<file path="src/atrs_pkg.sv">
// Constants for the address learning table read-out and status block.
// Assumes a 100 MHz clock and APB access with one word per register.
// Notes on behaviour
// - Scan command clears the entry-valid flag
// - Valid flag sets when entry found
// - No entry found leaves valid cleared
// - End-of-table flag set at table end
// - Valid may accompany end-of-table either way
// - Read-data registers load only from scans
// - Static bit exempts entry from aging
// - Inactive means no matching source address
// - Filter bit drops matching destination packets
// - Priority applies with entry and global enable
// - Bit 18 selects single or multiple ports
// - Port field encoding, 011 reserved
// - Bits 15:0 hold last MAC bits
// - Init table after reset, set done
// - Init lasts about 20us, drop packets
// - Init done reads 0, then self-sets
// - Make pending set during make, self-clears
// - Lower register holds first 32 MAC bits
package atrs_pkg;
    // Register numbers are word indices; the bus carries byte addresses
    localparam logic [15:0] IDX_LOWER = 16'h1805;
    localparam logic [15:0] IDX_UPPER = 16'h1806;
    localparam logic [15:0] IDX_STATUS = 16'h1808;
    localparam logic [15:0] ADDR_LOWER = 16'(IDX_LOWER << 2);
    localparam logic [15:0] ADDR_UPPER = 16'(IDX_UPPER << 2);
    localparam logic [15:0] ADDR_STATUS = 16'(IDX_STATUS << 2);
    localparam int BIT_VALID = 26;
    localparam int BIT_END = 25;
    localparam int BIT_STATIC = 24;
    localparam int BIT_FILTER = 23;
    localparam int BIT_PRI_EN = 22;
    localparam int BIT_PRI_LO = 19;
    localparam int BIT_PORT_LO = 16;
    localparam int BIT_INIT_DONE = 1;
    localparam int BIT_MAKE_PEND = 0;
    localparam logic [31:0] UPPER_RESET = 32'h0000_0000;
    localparam logic [31:0] LOWER_RESET = 32'h0000_0000;
    localparam int CLK_MHZ = 100;
    localparam int INIT_TIME_US = 20;
    localparam int INIT_CYCLES = INIT_TIME_US * CLK_MHZ;
    localparam logic [2:0] PORT_RESERVED = 3'h3;
    typedef enum logic [1:0] {
        ATRS_IDLE = 2'b00,
        ATRS_WAIT = 2'b01
    } atrs_scan_t;
endpackage : atrs_pkg

</file>
<file path="src/atrs_top.sv">
// Read-out and status registers of the address learning table.
// Assumes a table engine that answers scan commands with an entry strobe.
//
// The APB interface to the registers was decided locally.
`timescale 1ns/1ps
module atrs_top
(
    input wire logic clk,
    input wire logic rst_n,
    input wire logic psel,
    input wire logic penable,
    input wire logic pwrite,
    input wire logic [15:0] paddr,
    input wire logic [31:0] pwdata,
    output logic [31:0] prdata,
    output logic pready,
    output logic pslverr,
    input wire logic scan_first,
    input wire logic scan_next,
    input wire logic entry_strobe,
    input wire logic entry_found,
    input wire logic entry_last,
    input wire logic [63:0] entry_data,
    input wire logic make_start,
    input wire logic make_done,
    input wire logic da_highest_priority,
    output logic [2:0] dest_port_mask,
    output logic dest_multi_port,
    output logic dest_filter,
    output logic dest_pri_apply,
    output logic [2:0] dest_priority,
    output logic init_busy,
    output logic rx_drop
);
    import atrs_pkg::*;

    ////////////////////////////////////////////////////////////////////////
    logic [31:0] upper_reg;
    logic [31:0] lower_reg;
    logic init_done_reg;
    logic make_pend_reg;
    logic [15:0] init_cnt_reg;
    atrs_scan_t scan_reg;
    logic [31:0] rdata_next;
    logic access;

    function automatic logic [2:0] port_decode(input logic [2:0] f);
        case (f)
            3'h0: port_decode = 3'h1;
            3'h1: port_decode = 3'h2;
            3'h2: port_decode = 3'h4;
            3'h4: port_decode = 3'h3;
            3'h5: port_decode = 3'h5;
            3'h6: port_decode = 3'h6;
            3'h7: port_decode = 3'h7;
            default: port_decode = 3'h0;
        endcase
    endfunction : port_decode

    ////////////////////////////////////////////////////////////////////////
    // Scan tracker; a fresh command outranks a stale answer in the same cycle
    always_ff @(posedge clk)
    begin
        if (!rst_n)
            scan_reg <= ATRS_IDLE;
        else if (scan_first || scan_next)
            scan_reg <= ATRS_WAIT;
        else if (entry_strobe)
            scan_reg <= ATRS_IDLE;
        else
            scan_reg <= scan_reg;
    end

    always_ff @(posedge clk)
    begin
        if (!rst_n)
        begin
            upper_reg <= UPPER_RESET;
            lower_reg <= LOWER_RESET;
        end
        else if (scan_first || scan_next)
        begin
            upper_reg[BIT_VALID] <= 1'b0;
            upper_reg[BIT_END] <= 1'b0;
        end
        else if (entry_strobe && scan_reg == ATRS_WAIT)
        begin
            upper_reg[31:27] <= 5'h00;
            upper_reg[BIT_VALID] <= entry_found;
            upper_reg[BIT_END] <= entry_last;
            upper_reg[24:0] <= entry_data[56:32];
            lower_reg <= entry_data[31:0];
        end
    end

    ////////////////////////////////////////////////////////////////////////
    // Table initialization after reset; packets drop until it finishes
    always_ff @(posedge clk)
    begin
        if (!rst_n)
        begin
            init_cnt_reg <= 16'h0000;
            init_done_reg <= 1'b0;
        end
        else if (!init_done_reg)
        begin
            if (init_cnt_reg == 16'(INIT_CYCLES - 1))
                init_done_reg <= 1'b1;
            init_cnt_reg <= init_cnt_reg + 16'h0001;
        end
    end

    assign init_busy = !init_done_reg;
    assign rx_drop = !init_done_reg;

    // Start wins over done so a back-to-back make is never missed
    always_ff @(posedge clk)
    begin
        if (!rst_n)
            make_pend_reg <= 1'b0;
        else if (make_start)
            make_pend_reg <= 1'b1;
        else if (make_done)
            make_pend_reg <= 1'b0;
    end

    ////////////////////////////////////////////////////////////////////////
    // Forwarding view of the entry last read out
    assign dest_port_mask = port_decode(upper_reg[18:16]);
    assign dest_multi_port = upper_reg[BIT_PORT_LO + 2];
    assign dest_filter = upper_reg[BIT_FILTER];
    assign dest_pri_apply = upper_reg[BIT_PRI_EN] && da_highest_priority;
    assign dest_priority = upper_reg[21:19];

    ////////////////////////////////////////////////////////////////////////
    // APB slave: zero wait states, writes ignored, unmapped reads and writes error
    assign access = psel && penable;
    assign pready = 1'b1;

    always_comb
    begin
        rdata_next = 32'h0000_0000;
        case (paddr)
            ADDR_LOWER: rdata_next = lower_reg;
            ADDR_UPPER: rdata_next = upper_reg;
            ADDR_STATUS: rdata_next = {30'h0, init_done_reg, make_pend_reg};
            default: rdata_next = 32'h0000_0000;
        endcase
    end

    assign prdata = rdata_next;
    assign pslverr = access && !(paddr == ADDR_LOWER || paddr == ADDR_UPPER
        || paddr == ADDR_STATUS);

    ////////////////////////////////////////////////////////////////////////
    AST_CMD_CLEARS_VALID: assert property (@(posedge clk) disable iff (!rst_n)
        (scan_first || scan_next) |=> !upper_reg[BIT_VALID])
        else $error("valid not cleared by scan command");
    AST_VALID_ON_FOUND: assert property (@(posedge clk) disable iff (!rst_n)
        (scan_reg == ATRS_WAIT && entry_strobe && entry_found && !scan_first && !scan_next)
        |=> upper_reg[BIT_VALID])
        else $error("valid not set on found entry");
    AST_NOT_FOUND: assert property (@(posedge clk) disable iff (!rst_n)
        (scan_reg == ATRS_WAIT && entry_strobe && !entry_found)
        |=> !upper_reg[BIT_VALID])
        else $error("valid set without entry");
    AST_END_FLAG: assert property (@(posedge clk) disable iff (!rst_n)
        (scan_reg == ATRS_WAIT && entry_strobe && entry_last && !scan_first && !scan_next)
        |=> upper_reg[BIT_END])
        else $error("end flag missing");
    AST_LOAD_ONLY_SCAN: assert property (@(posedge clk) disable iff (!rst_n)
        !(entry_strobe && scan_reg == ATRS_WAIT) |=> $stable(lower_reg))
        else $error("lower readout changed without scan");
    AST_PRI_APPLY: assert property (@(posedge clk) disable iff (!rst_n)
        dest_pri_apply == (upper_reg[BIT_PRI_EN] && da_highest_priority))
        else $error("priority applied wrongly");
    AST_PORT_RESERVED: assert property (@(posedge clk) disable iff (!rst_n)
        (upper_reg[18:16] == PORT_RESERVED) |-> dest_port_mask == 3'h0)
        else $error("reserved port code decoded");
    AST_INIT_LOW: assert property (@(posedge clk)
        !rst_n |=> !init_done_reg [*8])
        else $error("init done early");
    AST_INIT_SETS: assert property (@(posedge clk) disable iff (!rst_n)
        (init_cnt_reg == 16'(INIT_CYCLES - 1) && !init_done_reg) |=> init_done_reg)
        else $error("init done not set");
    AST_MAKE_PEND: assert property (@(posedge clk) disable iff (!rst_n)
        make_start |=> make_pend_reg)
        else $error("make pending not set");
    AST_RSVD_ZERO: assert property (@(posedge clk) disable iff (!rst_n)
        upper_reg[31:27] == 5'h00)
        else $error("reserved upper bits set");
endmodule : atrs_top

</file>
<file path="config.mk">
export PLATFORM = sky130hd
export DESIGN_NAME = atrs_top
export DESIGN_NICKNAME = d
export VERILOG_FILES = /design/src/atrs_pkg.sv /design/src/atrs_top.sv
export SDC_FILE = /design/constraint.sdc
export NUM_CORES = 1
export LEC_CHECK = 0
export ABC_CLOCK_PERIOD_IN_PS = 4500
export BUFFER_PORTS_ARGS = -buffer_cell sky130_fd_sc_hd__clkbuf_2
export CAP_MARGIN = 10
export CELL_PAD_IN_SITES_DETAIL_PLACEMENT = 1
export CELL_PAD_IN_SITES_GLOBAL_PLACEMENT = 2
export CORE_UTILIZATION = 25
export DETAILED_ROUTE_END_ITERATION = 16
export HOLD_SLACK_MARGIN = 0.03
export PLACE_DENSITY = 0.87
export SKIP_CTS_REPAIR_TIMING = 1
export SLEW_MARGIN = 20
export SYNTH_ARGS = -nofsm -noshare
export SYNTH_HDL_FRONTEND = slang
export SYNTH_SLANG_ARGS = --single-unit
</file>
<file path="constraint.sdc">
create_clock -name clk -period 4.5 [get_ports clk]
set_clock_uncertainty 0.2 [all_clocks]
set_input_delay 0.225 -clock clk [delete_from_list [all_inputs] [get_ports clk]]
set_output_delay 0.225 -clock clk [all_outputs]
set_load 0.01 [all_outputs]
</file>
Yosys cells after proc, flatten, opt, wreduce, memory -nomap -nowiden
Cells that the tools add are included.
Widths: inputs -> output; s select.
{ "word_totals": {"out_inout_bits": 45, "elab_cells": 42, "input_bits": 125, "regBits": 78} }
{ "op_classes": {"bitwise_logic": 2, "muxes": 8, "eq_ne": 10, "reduce_logical": 14, "add_sub_neg": 1} }
{ "ops": {"columns": ["op", "count"], "rows": [
  ["$pmux 32 s3", 1],
  ["$eq 16x15->1 const B", 3],
  ["$pmux 3 s7", 1],
  ["$add 16x1->16 const B", 1],
  ["$eq 16x11->1 const B", 1],
  ["$eq 3x3->1 const B", 4],
  ["$mux 1", 6],
  ["$logic_and 1x1->1", 4],
  ["$reduce_bool 2->1", 2],
  ["$eq 3x1->1 const B", 1],
  ["$eq 3x2->1 const B", 1],
  ["$logic_not 3->1", 1],
  ["$logic_or 1x1->1", 3],
  ["$logic_not 1->1", 2],
  ["$not 1->1", 2],
  ["$reduce_and 2->1", 1],
  ["$reduce_or 2->1", 1]
]} }

Depth between registers and ports, before layout
{ "depth": {"ltp_word": 5, "mapped_depth": 6, "ltp_nobuf": 5} }

Least setup slack after synthesis
No wires, ideal clock.
{ "synth_path": {"kind": "input to output", "start": "in paddr[1]", "end": "out prdata[13]", "slack_ns": 2.623, "path_buffers": 1, "cell_stages": 4, "t_arrival_ns": 1.452, "required_ns": 4.075, "cell_sequence": "or4_4 nor3_4 buf_6 a22o_2"} }
{ "synth_via": {"elab_chain_len": 2, "word_cells_on_any_way": 4, "cone_classes": "eq/ne: 3; mux: 1"} }
{ "synth_rtl": {"columns": ["item", "line_no", "text"], "rows": [
  ["start: declaration", "atrs_top.sv:13", "input wire logic [15:0] paddr,"],
  ["$eq 16x15->1", "atrs_top.sv:143", "case (paddr)"],
  ["$pmux 32 s3 (*)", "atrs_top.sv:143", null],
  ["end: declaration", "atrs_top.sv:15", "output logic [31:0] prdata,"]
]} }
Mark *: on every way between the ends. The rest lies on a longest branch, timed or not.

Final worst setup path
{ "layout_path": {"start": "in paddr[1]", "end": "out prdata[8]"} }
The elaborated chain is that of the path after synthesis.

==> results.yml <==
route:
  wl_met2_um: 5890
  firstDrtPassIters: 4
  routed_wirelength_um: 11200
  wl_per_cell_um: 14.4
  routed_via_density: 4.60
  top_layer: "met4"
  met3_length_um: 534
  wl_met1_um: 4680
  drc: 0
  num_vias: 3572
  drt_iter0_drc: 125
  ant_nets: 0
synthesis:
  syn_area_per_cell_sq_um: 8.57
  synth_top_area_cell: "dfxtp_1"
  synth_area_sq_mm: 0.00357
  synth_top_area_share_pct: 43.7
  yosys_warnings: 0
  synth.net_count: 543
  synth.area.top_cells: "dfxtp_1 (44%), nand2_1 (13%), a21boi_0 (13%), a22o_2 (5.9%), and2_1 (3.3%)"
  syn_inst: 417
  yosysUniqueCellTypes: 43
  synth-seq-area-share_pct: 43.7
  synth_seq_cells: 78
job:
  drv_cap: 0
power:
  swShare_pct: 20.8
  irDropWorstVdd_v: 0.000176
  leakage_nw: 2.15
  p_int_mw: 1.32
  p_seq_share_pct: 42.9
  power_frac_comb_pct: 8.2
  p_sw_mw: 0.346
  powerDensity_mw_per_mm2: 315
  clkPwrFrac_pct: 48.9
clock_network:
  clk_latency_ps: 340
  cts_tree: "done"
  cts-root-buf: "clkbuf_16"
  clkTransAtPathRegs_ps: 60
  numCtsBuffers: 9
  cts_sinks: 78
  htree_levels: 3
  cts_buffer_depth: 2
worst_setup_path:
  cp_max_fo: 16
  cpPeakStageDelay_ps: 650
  worstSetupPathType: "input pin to primary output"
  start_kind: "input pin"
  crit_arrival_ps: 2220
  crit_buf_inv: 3
  cp_top_family: "simple AND/OR/NAND/NOR gates"
  crit_required_ps: 4070
  cp_cell_sequence: "clkbuf_2 > or4_4 > nor3_4 > buf_4 > a22o_2 > clkbuf_2"
  path_common_cell: "clkbuf_2"
  crit_slowest_cell: "nor3_4"
  worstSetupEndpointType: "primary output"
layout:
  nets: 717
  drive_above_1_share_pct: 29.2
  diodes: 0
  utilization_pct: 37.9
  areaGrowthSynthToFinish_pct: 47.9
  largest_reg_flops: 32
die:
  placementRows: 43
  core-area_sq_mm: 0.0139
  fp.dieH_um: 122
  initial_core_util_pct: 25.6
  io-pin-count: 170
  dieWidth_um: 122
  die_area_sq_mm: 0.0148
timing:
  setup_viol: 0
  rsz0062_at_grt: "false"
  hold_violations: 0
  period_share_pct: 58.9
  drv_slew: 0
  fmax_mhz: 378
  setup_tns_ps: 0
  slew-limit-headroom_pct: 49.8
  worst_pin_slew_ps: 751
  fin_crit_ps: 2650
worst_hold_path:
  hp-class: "input pin to register"
run_status:
  outcome: "complete, no violations"
grt:
  grt.overflow.total: 0
  grt_pass1_wl_um: 16900
  track_usage_pct: 14.9
  grt_max_degree: 78
  antenna_found_initial: 0
  grt_pass1_vias: 3464
place:
  gp_congestion: 0.750
  port_buffers: 128
  hpwl_um: 7240
==> metal layers <==
layer,track usage (%),vias up
li1,-,1770
met2,26.0,81
met5,0,-
met1,16.7,1711
met4,3.70,0
met3,5.99,10
==> Yosys cell counts <==
master    instances
inv_1             2
and4_1            3
and3_1            2
buf_2             9
nor3_2            1
a32o_1            2
a22o_2           21
nor4_1            2
nand3_1           5
ha_1              1
xnor2_1           9
nand3b_1          2
nor3b_1           1
nor2b_1           3
and2_1           19
mux2i_1           1
a21boi_0         61
or4_1             1
nand2_1         127
nand4b_1          1
a22o_1            6
nor3_1            4
nand4_1           7
xor2_1            4
buf_6             2
conb_1            1
or3_1             2
a21o_1            1
o21a_1            1
a21oi_1           2
a21boi_1          1
nor2_1            1
dfxtp_1          78
nor4b_1           3
buf_4             5
clkbuf_1         16
nor3_4            1
o21ai_0           4
or4_4             1
a211oi_1          1
o31ai_1           1
and4b_1           1
nand2b_1          1
==> logic make-up (layout without fill, tap and decap cells) <==
| kind of cell | after synthesis | in the layout | share of synthesized area [%] |
|---|---|---|---|
| AND/OR/NAND/NOR | 188 | 188 | 24.9 |
| AO/OA/AOI/OAI | 101 | 101 | 22.6 |
| flip-flops | 78 | 78 | 43.7 |
| buffers and inverters | 34 | 213 | 4.83 |
| XOR/XNOR | 13 | 13 | 3.19 |
| adder cells (fa/ha/maj) | 1 | 1 | 0.350 |
| other | 1 | 1 | 0.105 |
| multiplexers | 1 | 1 | 0.280 |
==> stage by stage <==
stage	hold slack, ps	instance area (sq um)	std cells	setup WS (ps)	total power, mW
floorplan	149	3570	417	2620	0.770
global placement	242	4330	698	1840	0.819
detailed placement	252	4330	698	1800	0.823
CTS	-106	4660	714	1730	1.66
global route	41.4	5280	776	1660	1.75
finish	22.6	5280	776	1850	1.66
==> final timing paths <==
check                              startpoint            end  slack (ps)  depth (start not counted)
worst min register to register  lower_reg[12]  lower_reg[12]         260                          2
worst max register to register    scan_reg[0]  upper_reg[14]        2230                          5
worst min-delay path             entry_strobe  upper_reg[25]          20                          3
worst max-delay path                 paddr[1]      prdata[8]        1850                          6
==> power groups by stage <==
stage / registers (mW) / clock network (mW) / logic [mW]
5_1_grt: 0.714 / 0.880 / 0.151
2_1_floorplan: 0.725 / 0 / 0.0441
3_3_place_gp: 0.727 / 0 / 0.0913
4_1_cts: 0.713 / 0.848 / 0.0952
6_report: 0.713 / 0.814 / 0.137
3_5_place_dp: 0.728 / 0 / 0.0948
==> worst reg2reg max path, delay by kind of cell, from the launching register on <==
| family | cells | cell delay, ps |
|---|---|---|
| AOI/OAI and AO/OA | 1 | 220 |
| DFF | 1 | 410 |
| buffers and inverters | 1 | 560 |
| and+or+nand+nor | 3 | 780 |
==> cells in the final DEF, fill, tap and decap left out, types with 3 or more instances in the layout <==
master	instances
nor4b_1	3
nor3_1	3
clkbuf_2	128
nor2b_1	3
dfxtp_1	78
nand4_1	7
dlygate4sd3_1	62
a21boi_0	61
a22o_2	21
and2_1	19
clkbuf_16	9
nand3_1	4
clkbuf_8	3
a22o_1	6
o21ai_0	4
xnor2_1	9
xor2_1	4
buf_4	5
nand2_1	127
and4_1	3
==> cell type report <==
type / count / area (sq um)
fill: 1676 / 8650
multi-input combinational: 305 / 1850
sequential: 78 / 1560
timing repair buffer: 195 / 1300
clock buffer: 13 / 270
tap: 180 / 225
clock inverter: 3 / 65.1
inverter: 2 / 7.51
Note: power is estimated with default switching activity, not from simulation.
